## src/hdl/pmrb_defs.svh

```systemverilog
// Purpose: Offsets, field positions and reset values of the rail-one register bank.
// Assumes: Eight-bit registers reached by a byte-wide register port.
// Notes:   Definitions only.
`ifndef PMRB_DEFS_SVH
`define PMRB_DEFS_SVH

// ============================================================
// Register offsets
`define PMRB_ADDR_CONTROL_B     8'h01
`define PMRB_ADDR_ALERT_ENABLE  8'h02
`define PMRB_ADDR_FAULT_FLAGS   8'h03
`define PMRB_ADDR_RESOLUTION    8'h04

// ============================================================
// Control, resolution and fault fields
`define PMRB_CTL_ALERT_CLR      7
`define PMRB_CTL_CLR_ON_READ    5
`define PMRB_CTL_AUTO_WAKE      4
`define PMRB_CTL_PEAK_RST       3
`define PMRB_CTL_GLOBAL_RST     0
`define PMRB_CTL_WMASK          8'hB9
`define PMRB_RES_BIT            7
`define PMRB_RES_WMASK          8'h80
// Over-max crossings sit in odd bits, under-min crossings in even bits.
`define PMRB_OVER_MASK          8'hAA
`define PMRB_UNDER_MASK         8'h55

// ============================================================
// Reset values
`define PMRB_RST_BYTE           8'h00
`define PMRB_RST_BIT            1'b0
`define PMRB_RST_ALERT_N        1'b1

`endif

```

## src/hdl/pmrb_pkg.sv

```systemverilog
// Purpose: Types shared by the rail-one register bank.
// Assumes: Nothing beyond the defines header.
// Notes:   Holds types only.
package pmrb_pkg;
	typedef logic [7:0] pmrb_byte_t;
	// Alert-enable and fault bit pairs, maximum in odd bit.
	typedef struct packed {
		logic power_max;
		logic power_min;
		logic shunt_max;
		logic shunt_min;
		logic volt_max;
		logic volt_min;
		logic aux_max;
		logic aux_min;
	} pmrb_pair_s;
endpackage

```

## src/hdl/pmrb_regs.sv

```systemverilog
// Purpose: Control, alert-enable, fault and resolution registers, rail one.
// Assumes: Host serial-bus logic outside decodes accesses into strobes.
// Notes:   One clock, synchronous active-high reset.
// Notes on behaviour
// - With alert-clear enabled, being addressed releases the alert output, except in a cycle that brings a crossing.
// - Reserved control and resolution bits read zero and ignore writes.
// - With clear-on-read set, reading the fault register clears it.
// - With auto-wake set, a stuck-bus timeout ends shutdown.
// - Writing one to peak-hold reset clears all min and max registers.
// - Writing one to global reset returns all registers to reset values, except that the peak reset output pulses high.
// - Alert-enable bits pair power, shunt difference, rail voltage, aux.
// - A max alert fires above max threshold, a min alert below min.
// - All alert-enable bits reset to zero.
// - Fault bits pair over (odd) and under (even) in the same order.
// - A fault flag reads one once its crossing occurred, zero at reset.
// - The resolution bit selects 8-bit when set, 12-bit when clear.
`timescale 1ns/1ps
`include "pmrb_defs.svh"
`default_nettype none

module pmrb_regs (
	input  wire logic                clk_sys_i,
	input  wire logic                rst_i,
	input  wire logic                reg_wr_i,
	input  wire logic                reg_rd_i,
	input  wire pmrb_pkg::pmrb_byte_t reg_addr_i,
	input  wire pmrb_pkg::pmrb_byte_t reg_wdata_i,
	input  wire logic                bus_addressed_i,
	input  wire logic                stuck_bus_timeout_i,
	input  wire logic                shutdown_req_i,
	input  wire pmrb_pkg::pmrb_byte_t over_max_i,
	input  wire pmrb_pkg::pmrb_byte_t under_min_i,
	output logic                     alert_n_o,
	output pmrb_pkg::pmrb_byte_t     reg_rdata_o,
	output logic                     shutdown_o,
	output logic                     peak_reset_o,
	output logic                     low_resolution_o
);
	import pmrb_pkg::*;

	// ============================================================
	// State
	pmrb_byte_t ctl_reg;
	pmrb_byte_t ctl_next;
	pmrb_byte_t alert_en_reg;
	pmrb_byte_t alert_en_next;
	pmrb_byte_t fault_reg;
	pmrb_byte_t fault_next;
	pmrb_byte_t res_reg;
	pmrb_byte_t res_next;
	pmrb_byte_t rdata_reg;
	pmrb_byte_t rdata_next;
	logic       alert_reg;
	logic       alert_next;
	logic       alert_n_reg;
	logic       shdn_reg;
	logic       shdn_next;
	logic       peak_reg;
	logic       peak_next;
	logic       wr_ctl;
	logic       wr_alert;
	logic       wr_fault;
	logic       wr_res;
	logic       rd_fault;
	logic       soft_rst;
	logic       any_fault;
	pmrb_byte_t events;

	function automatic logic hit(input pmrb_byte_t a, input pmrb_byte_t o);
		hit = (a == o);
	endfunction

	// ============================================================
	// Next-state logic
	always_comb begin
		wr_ctl   = reg_wr_i && hit(reg_addr_i, `PMRB_ADDR_CONTROL_B);
		wr_alert = reg_wr_i && hit(reg_addr_i, `PMRB_ADDR_ALERT_ENABLE);
		wr_fault = reg_wr_i && hit(reg_addr_i, `PMRB_ADDR_FAULT_FLAGS);
		wr_res   = reg_wr_i && hit(reg_addr_i, `PMRB_ADDR_RESOLUTION);
		rd_fault = reg_rd_i && hit(reg_addr_i, `PMRB_ADDR_FAULT_FLAGS);
		// Writing one to the self-clearing reset bit is the reset itself.
		soft_rst = wr_ctl && reg_wdata_i[`PMRB_CTL_GLOBAL_RST];
		// Crossings are strict comparisons done upstream, max odd, min even.
		events = (over_max_i & `PMRB_OVER_MASK) | (under_min_i & `PMRB_UNDER_MASK);
		ctl_next = ctl_reg;
		if (wr_ctl) begin
			ctl_next = reg_wdata_i & `PMRB_CTL_WMASK;
		end
		// Reset bits self-clear so a stale one never re-fires.
		ctl_next[`PMRB_CTL_PEAK_RST]   = `PMRB_RST_BIT;
		ctl_next[`PMRB_CTL_GLOBAL_RST] = `PMRB_RST_BIT;
		peak_next = wr_ctl && reg_wdata_i[`PMRB_CTL_PEAK_RST];
		alert_en_next = wr_alert ? reg_wdata_i : alert_en_reg;
		res_next = res_reg;
		if (wr_res) begin
			res_next = reg_wdata_i & `PMRB_RES_WMASK;
		end
		fault_next = fault_reg;
		if (wr_fault) begin
			fault_next = fault_reg & reg_wdata_i;
		end
		if (rd_fault && ctl_reg[`PMRB_CTL_CLR_ON_READ]) begin
			fault_next = `PMRB_RST_BYTE;
		end
		// A new crossing wins over a clear in the same cycle.
		fault_next = fault_next | events;
		any_fault = |(fault_next & alert_en_next);
		alert_next = alert_reg;
		if (any_fault && !(fault_next == fault_reg && alert_en_next == alert_en_reg)) begin
			alert_next = 1'b1;
		end else if (!any_fault) begin
			alert_next = 1'b0;
		end
		// Addressing releases the alert until a new fault arrives.
		if (bus_addressed_i && ctl_reg[`PMRB_CTL_ALERT_CLR] && events == `PMRB_RST_BYTE) begin
			alert_next = 1'b0;
		end
		shdn_next = shdn_reg;
		if (shutdown_req_i) begin
			shdn_next = 1'b1;
		end
		if (stuck_bus_timeout_i && ctl_reg[`PMRB_CTL_AUTO_WAKE]) begin
			shdn_next = 1'b0;
		end
		unique case (reg_addr_i)
			`PMRB_ADDR_CONTROL_B:    rdata_next = ctl_reg;
			`PMRB_ADDR_ALERT_ENABLE: rdata_next = alert_en_reg;
			`PMRB_ADDR_FAULT_FLAGS:  rdata_next = fault_reg;
			`PMRB_ADDR_RESOLUTION:   rdata_next = res_reg;
			default:                 rdata_next = `PMRB_RST_BYTE;
		endcase
		if (!reg_rd_i) begin
			rdata_next = rdata_reg;
		end
	end

	// ============================================================
	// Registers
	always_ff @(posedge clk_sys_i) begin
		if (rst_i || soft_rst) begin
			ctl_reg      <= `PMRB_RST_BYTE;
			alert_en_reg <= `PMRB_RST_BYTE;
			fault_reg    <= `PMRB_RST_BYTE;
			res_reg      <= `PMRB_RST_BYTE;
			rdata_reg    <= `PMRB_RST_BYTE;
			alert_reg    <= `PMRB_RST_BIT;
			alert_n_reg  <= `PMRB_RST_ALERT_N;
			shdn_reg     <= `PMRB_RST_BIT;
			peak_reg     <= soft_rst && !rst_i;
		end else begin
			ctl_reg      <= ctl_next;
			alert_en_reg <= alert_en_next;
			fault_reg    <= fault_next;
			res_reg      <= res_next;
			rdata_reg    <= rdata_next;
			alert_reg    <= alert_next;
			// The pin has its own flop so no gate sits between it and a register.
			alert_n_reg  <= !alert_next;
			shdn_reg     <= shdn_next;
			peak_reg     <= peak_next;
		end
	end

	always_comb begin
		alert_n_o        = alert_n_reg;
		reg_rdata_o      = rdata_reg;
		shutdown_o       = shdn_reg;
		peak_reset_o     = peak_reg;
		low_resolution_o = res_reg[`PMRB_RES_BIT];
	end
endmodule

`default_nettype wire

```

## config.mk

```make
export PLATFORM = sky130hd
export DESIGN_NAME = pmrb_regs
export DESIGN_NICKNAME = d
export VERILOG_FILES = /design/src/hdl/pmrb_pkg.sv /design/src/hdl/pmrb_regs.sv
export VERILOG_INCLUDE_DIRS = /design/src /design/src/hdl
export SDC_FILE = /design/constraint.sdc
export NUM_CORES = 1
export LEC_CHECK = 0
export BUFFER_PORTS_ARGS = -buffer_cell sky130_fd_sc_hd__buf_4
export CAP_MARGIN = 30
export CELL_PAD_IN_SITES_DETAIL_PLACEMENT = 1
export CELL_PAD_IN_SITES_GLOBAL_PLACEMENT = 2
export CORE_MARGIN = 2
export CORE_UTILIZATION = 29
export DETAILED_ROUTE_END_ITERATION = 10
export PLACE_DENSITY_LB_ADDON = 0.3
export SETUP_SLACK_MARGIN = 0.02
export SYNTH_ARGS = -nofsm -noshare
export SYNTH_HDL_FRONTEND = slang
export SYNTH_SLANG_ARGS = --single-unit
export TNS_END_PERCENT = 20
```

## constraint.sdc

```tcl
create_clock -name clk_sys_i -period 2 [get_ports clk_sys_i]
set_input_delay 0.3 -clock clk_sys_i [delete_from_list [all_inputs] [get_ports clk_sys_i]]
set_output_delay 0.3 -clock clk_sys_i [all_outputs]
set_load 0.01 [all_outputs]
```

* Word-level counts from Yosys, hierarchy flattened
Index checks and enable logic that the tools add are counted.
** Operators by class
- Bitwise operators :: 4
- Equality and inequality tests :: 6
- Multiplexer cells :: 8
- Reduce and logical (&&, ||, !) cells :: 21
** Operators by type and width (count)
- $pmux 8 s4 :: 1
- $mux 8 :: 3
- $and 8x8->8 :: 2
- $eq 8x2->1 const B :: 2
- $eq 8x8->1 :: 2
- $logic_and 1x1->1 :: 14
- $eq 8x1->1 const B :: 1
- $eq 8x3->1 const B :: 1
- $logic_not 8->1 :: 1
- $or 8x7->8 :: 1
- $or 8x8->8 :: 1
- $reduce_or 8->1 :: 1
- $mux 1 :: 4
- $logic_not 1->1 :: 3
- $reduce_or 2->1 :: 1
- $logic_or 1x1->1 :: 1
** Storage, ports and cells
- Register bits after elaboration :: 34
- Word-level logic and storage cells :: 49
- Output and inout bits :: 12
- Input bits :: 39

* Depth between registers and ports, before layout
- Depth after elaboration :: 12
- Depth in mapped cells :: 8
- Mapped depth without buffers :: 6

* Worst setup path after synthesis
Ideal clock, no wire load.
- Path type :: in2reg
- Start point :: input port reg_addr_i[5]
- End point :: register alert_n_reg, in the netlist alert_n_o
- Data required time :: 1884 ps
- Data arrival time :: 1591 ps
- Path buffers :: 1
- Slack :: 293 ps
- Stages :: 7
- Library setup time :: 116 ps
- Cell sequence :: nor4_4 > nand4_1 > buf_6 > mux2i_1 > o22a_1 > o221a_2 > a31o_1
** Between the ends
- Word-level cells in the longest chain between the ends :: 12
- Elaborated cells on any way between the ends :: 25
- Those cells by class :: eq/ne: 5; mux: 6; bitwise: 2; reduce/logical: 12
** RTL lines
- start: declaration :: RTL line pmrb_regs.sv:26 : input wire pmrb_pkg::pmrb_byte_t reg_addr_i,
- $eq 8x2->1 :: RTL line pmrb_regs.sv:70 : hit = (a == o);
- $logic_and 1x1->1 (on tied branches) :: RTL line pmrb_regs.sv:78, pmrb_regs.sv:80
- $mux 8 / $logic_and 1x1->1 (equally long branches) :: RTL line pmrb_regs.sv:99, pmrb_regs.sv:102
- $mux 8 :: RTL line pmrb_regs.sv:102 : if (rd_fault && ctl_reg[`PMRB_CTL_CLR_ON_READ]) begin
- $or 8x8->8 :: RTL line pmrb_regs.sv:106 : fault_next = fault_next | events;
- $eq 8x8->1 :: RTL line pmrb_regs.sv:109 : if (any_fault && !(fault_next == fault_reg && alert_en_next == alert_en_reg)) begin
- $logic_and 1x1->1 :: RTL line pmrb_regs.sv:109
- $logic_not 1->1 :: RTL line pmrb_regs.sv:109
- $logic_and 1x1->1 :: RTL line pmrb_regs.sv:109
- $mux 1 :: RTL line pmrb_regs.sv:109
- $mux 1 :: RTL line pmrb_regs.sv:115 : if (bus_addressed_i && ctl_reg[`PMRB_CTL_ALERT_CLR] && events == `PMRB_RST_BYTE) begin
- $logic_not 1->1 :: RTL line pmrb_regs.sv:158 : alert_n_reg <= !alert_next;
- end signal: assignment :: RTL line pmrb_regs.sv:147 : alert_n_reg <= `PMRB_RST_ALERT_N;
- end signal: assignment :: RTL line pmrb_regs.sv:158
- end: declaration :: RTL line pmrb_regs.sv:55 : logic alert_n_reg;
Several ways; a longest one is shown, not always the timed one.
A chain may end at the register's enable or synchronous reset.

* Final worst setup path
- Start point :: register alert_en_reg[1]
- End point :: register alert_n_reg, in the netlist alert_n_o
** Between the ends
- Word-level cells in the longest chain between the ends :: 8
- Elaborated cells on any way between the ends :: 11
- Those cells by class :: eq/ne: 1; mux: 4; bitwise: 1; reduce/logical: 5
** RTL lines
- start: declaration :: RTL line pmrb_regs.sv:45 : pmrb_byte_t alert_en_reg;
- start signal: assignment :: RTL line pmrb_regs.sv:142 : alert_en_reg <= `PMRB_RST_BYTE;
- start signal: assignment :: RTL line pmrb_regs.sv:152 : alert_en_reg <= alert_en_next;
- $mux 8 :: RTL line pmrb_regs.sv:93 : alert_en_next = wr_alert ? reg_wdata_i : alert_en_reg;
- $eq 8x8->1 :: RTL line pmrb_regs.sv:109
- $logic_and 1x1->1 :: RTL line pmrb_regs.sv:109
- $logic_not 1->1 :: RTL line pmrb_regs.sv:109
- $logic_and 1x1->1 :: RTL line pmrb_regs.sv:109
- $mux 1 * :: RTL line pmrb_regs.sv:109
- $mux 1 * :: RTL line pmrb_regs.sv:115
- $logic_not 1->1 * :: RTL line pmrb_regs.sv:158
Every way passes the cells marked *; elsewhere a longest branch is shown, timed or not.

==> impl_metrics.csv <==
group,metric,value,unit
run_status,status,"completed",
global_routing,overflow,0,
worst_setup_path,r2r_end,"alert_n_o$_SDFF_PP1_",
timing,setup-tns-final,0,ns
synthesis,synthArstFlopShare,0,%
synthesis,yosysSeqAreaShare,36.2,%
clock_network,clk_path_buf_depth,2,
synthesis,synthFlopType,"dfxtp_1",
power_and_ir_drop,p_per_area,598,nW/µm²
power_and_ir_drop,leakage,1.01,nW
die,std_cell_rows,28,
clock_network,cts_sinks,32,
timing,fmax,0.555,GHz
clock_network,cts.reportedPaths.clkPinSlew,0.07,ns
worst_setup_path,criticalPathCategory,"flop to flop",
timing,worst_pin_slew,0.436,ns
place,gp_congestion,0.911,
timing,skew,0.00589,ns
cells_and_area,design_area,2340,µm²
timing,hold_viol,0,
worst_setup_path,path_max_fanout,3,
clock_network,cts_made_buffers,5,
timing,finalCriticalPeriod,1.80,ns
clock_network,ctsHtreeMaxLevel,2,
cells_and_area,nets,312,
clock_network,cts_tree,"yes",
worst_setup_path,slowest_delay,0.45,ns
routing,drt_iter0_markers,71,
worst_hold_path,hold_path.class,"primary input to flop",
cells_and_area,area_growth_syn_to_layout,32.2,%
synthesis,synth-seq-cells,32,
clock_network,cts-hold-fix-buffers,0,
place,dp_hpwl,4520,µm
worst_setup_path,cp_top_family,"compound AO/OA/AOI/OAI gates",
die,io_pins,51,
worst_hold_path,hold_depth,2,
synthesis,synth_warnings,0,
cells_and_area,fill_cells,730,
job,drv_cap,0,
die,die-height,82.1,µm
global_routing,grt_pass1_vias,1788,
worst_setup_path,critPathLaunchType,"flop",
synthesis,syn_area,1770,µm²
synthesis,synth_top_area_cell,"dfxtp_1",
synthesis,avgSynthCellArea,8.20,µm²
synthesis,syn-instance-count,216,
worst_setup_path,end_kind,"flop",
routing,firstDrtPassIters,4,
synthesis,synth-edff-count,0,
synthesis,syn_nets,255,
routing,viasPerCell,5.12,
timing,setup_viol,0,
synthesis,synth_cell_types,44,
routing,antenna_left,0,
worst_setup_path,ff2ff_setup_slack,0.20,ns
routing,route.detailed.drc,0,
timing,relSlewSlack,70.2,%
worst_setup_path,worstPathArrival,2.04,ns
clock_network,cts_setup_buffers,0,
worst_setup_path,slowest_stage,"a2111oi_0",
worst_setup_path,r2r-start,"alert_en_reg[1]$_SDFF_PP0_",
worst_hold_path,worstHoldEndpoint,"shutdown_o$_SDFFE_PP0P_",
clock_network,cts_resized,0,
timing,maxSlewViolCount,0,
worst_hold_path,hp-start,"stuck_bus_timeout_i",
cells_and_area,fin_util,39.5,%
timing,grt_setup_unrepaired,"false",
die,start_util,29.9,%
die,core,5920,µm²
global_routing,grt_util_all_layers,18.4,%
cells_and_area,seq_area,641,µm²
routing,wire_per_inst,16.4,µm
clock_network,clk_latency,0.29,ns
worst_setup_path,ff2ff_path_depth,6,
cells_and_area,drive_gt1_share,25.2,%
synthesis,synth_top_cell_area_share,36.2,%
worst_setup_path,path_cells,"xor2_1 -> a2111oi_0 -> a21oi_1 -> a211o_1 -> o21ai_0 -> a31o_1",
clock_network,ctsRootBufferMaster,"clkbuf_8",
timing,period_share,90.1,%
global_routing,grt_first_pass_wirelength,9120,µm
worst_setup_path,worstPathRequired,2.23,ns
place,numPortBuffers,42,
power_and_ir_drop,max-vdd-ir-drop,0.292,mV
place,dpl_cell_area,2250,µm²
routing,drt-total-wl,5720,µm
die,die_area,6750,µm²
cells_and_area,n_antenna_cell,0,
worst_setup_path,crit_buf_inv,0,
cells_and_area,multi_input_area,1050,µm²
die,die_x,82.1,µm
global_routing,antenna_found_initial,0,
routing,via_count,1787,
global_routing,grt_max_degree,14,
synthesis,ys_top_cells_by_area,"dfxtp_1 (36%), mux2i_1 (9.0%), nor2_1 (8.7%), a21oi_1 (6.2%), xor2_1 (3.5%)",
-- cells in the final DEF (no fill, tap or decap), types with 2 or more instances in the layout --
cell type / n
buf_4: 58
nor2_1: 41
dfxtp_1: 32
a21oi_1: 22
mux2i_1: 16
nand2_1: 11
o21ai_0: 9
inv_1: 8
xor2_1: 7
nor2b_1: 6
nand2b_1: 6
clkbuf_8: 6
nor3b_1: 4
nand4_1: 3
o22a_1: 3
nand3_1: 3
nor4_1: 3
nor3_1: 2
mux2_2: 2
a22o_1: 2
a22oi_1: 2
o2bb2ai_1: 2
a2111oi_0: 2
a211o_1: 2
nor4b_1: 2
a31oi_1: 2
clkbuf_1: 2
-- through the flow --
step,hold WS [ns],power (mW),worst slack (ns),std cells
2_1_floorplan,0.379,0.767,0.293,216
3_3_place_gp,0.454,0.886,0.0491,341
3_5_place_dp,0.469,0.888,0.0255,341
4_1_cts,0.186,1.41,0.191,349
5_1_grt,0.183,1.46,0.0406,349
6_report,0.193,1.40,0.197,349
-- cells in the mapped netlist, types with 2 or more instances --
library cell  number
a211o_1            2
o2bb2ai_1          2
xor2_1             7
dfxtp_1           32
nor2_1            41
buf_2              3
a2111oi_0          2
nor3_1             2
nor3b_1            4
nand2_1           11
nand2b_1           6
mux2_2             2
mux2i_1           16
o21ai_0            9
o22a_1             3
nor4_1             3
buf_4              3
a22o_1             2
a22oi_1            2
nand4_1            3
a21oi_1           22
inv_1              8
nor2b_1            6
a31oi_1            2
nand3_1            3
nor4b_1            2
-- logic make-up after synthesis --
family,Yosys count,synth area share (%)
buffers and inverters,17,4.88
DFF,32,36.2
AOI/OAI and AO/OA,54,19.6
xor gates and xnor gates,7,3.46
muxes,18,10.3
and+or+nand+nor,88,25.5
-- how the worst max path moves through the flow --
| stage | to | cells past startpoint | slack, ns | from |
|---|---|---|---|---|
| after floorplan | alert_n_o$_SDFF_PP1_ | 7 | 0.29 | reg_addr_i[5] |
| after global placement | alert_reg$_SDFF_PP0_ | 8 | 0.05 | reg_addr_i[5] |
| after CTS | alert_n_o$_SDFF_PP1_ | 6 | 0.19 | alert_en_reg[1]$_SDFF_PP0_ |
| after global routing | alert_n_o$_SDFF_PP1_ | 6 | 0.04 | alert_en_reg[1]$_SDFF_PP0_ |
| final | alert_n_o$_SDFF_PP1_ | 6 | 0.20 | alert_en_reg[1]$_SDFF_PP0_ |
| after detailed placement | res_reg[7]$_SDFFE_PP0P_ | 7 | 0.03 | reg_addr_i[5] |
-- per-layer routing --
metal	vias up	track usage [%]	routed length, µm
li1	885	-	-
met1	849	23.4	2740
met2	44	31.1	2660
met3	9	3.70	236
met4	0	6.50	78
met5	-	0	0
-- area by class of cell --
cell class	instances	area share (%)
clock buffer	8	3.85
multi-input combinational	167	44.7
inverter	9	1.44
sequential	32	27.4
timing repair buffer	58	18.6
tap	75	4.01
-- report_power, final --
group	internal [mW]	switching [mW]	total, mW
clock	0.281	0.244	0.525
sequential	0.651	0.0134	0.664
combinational	0.101	0.108	0.209
total	1.03	0.366	1.40
Note: power is estimated with default switching activity, not from simulation.
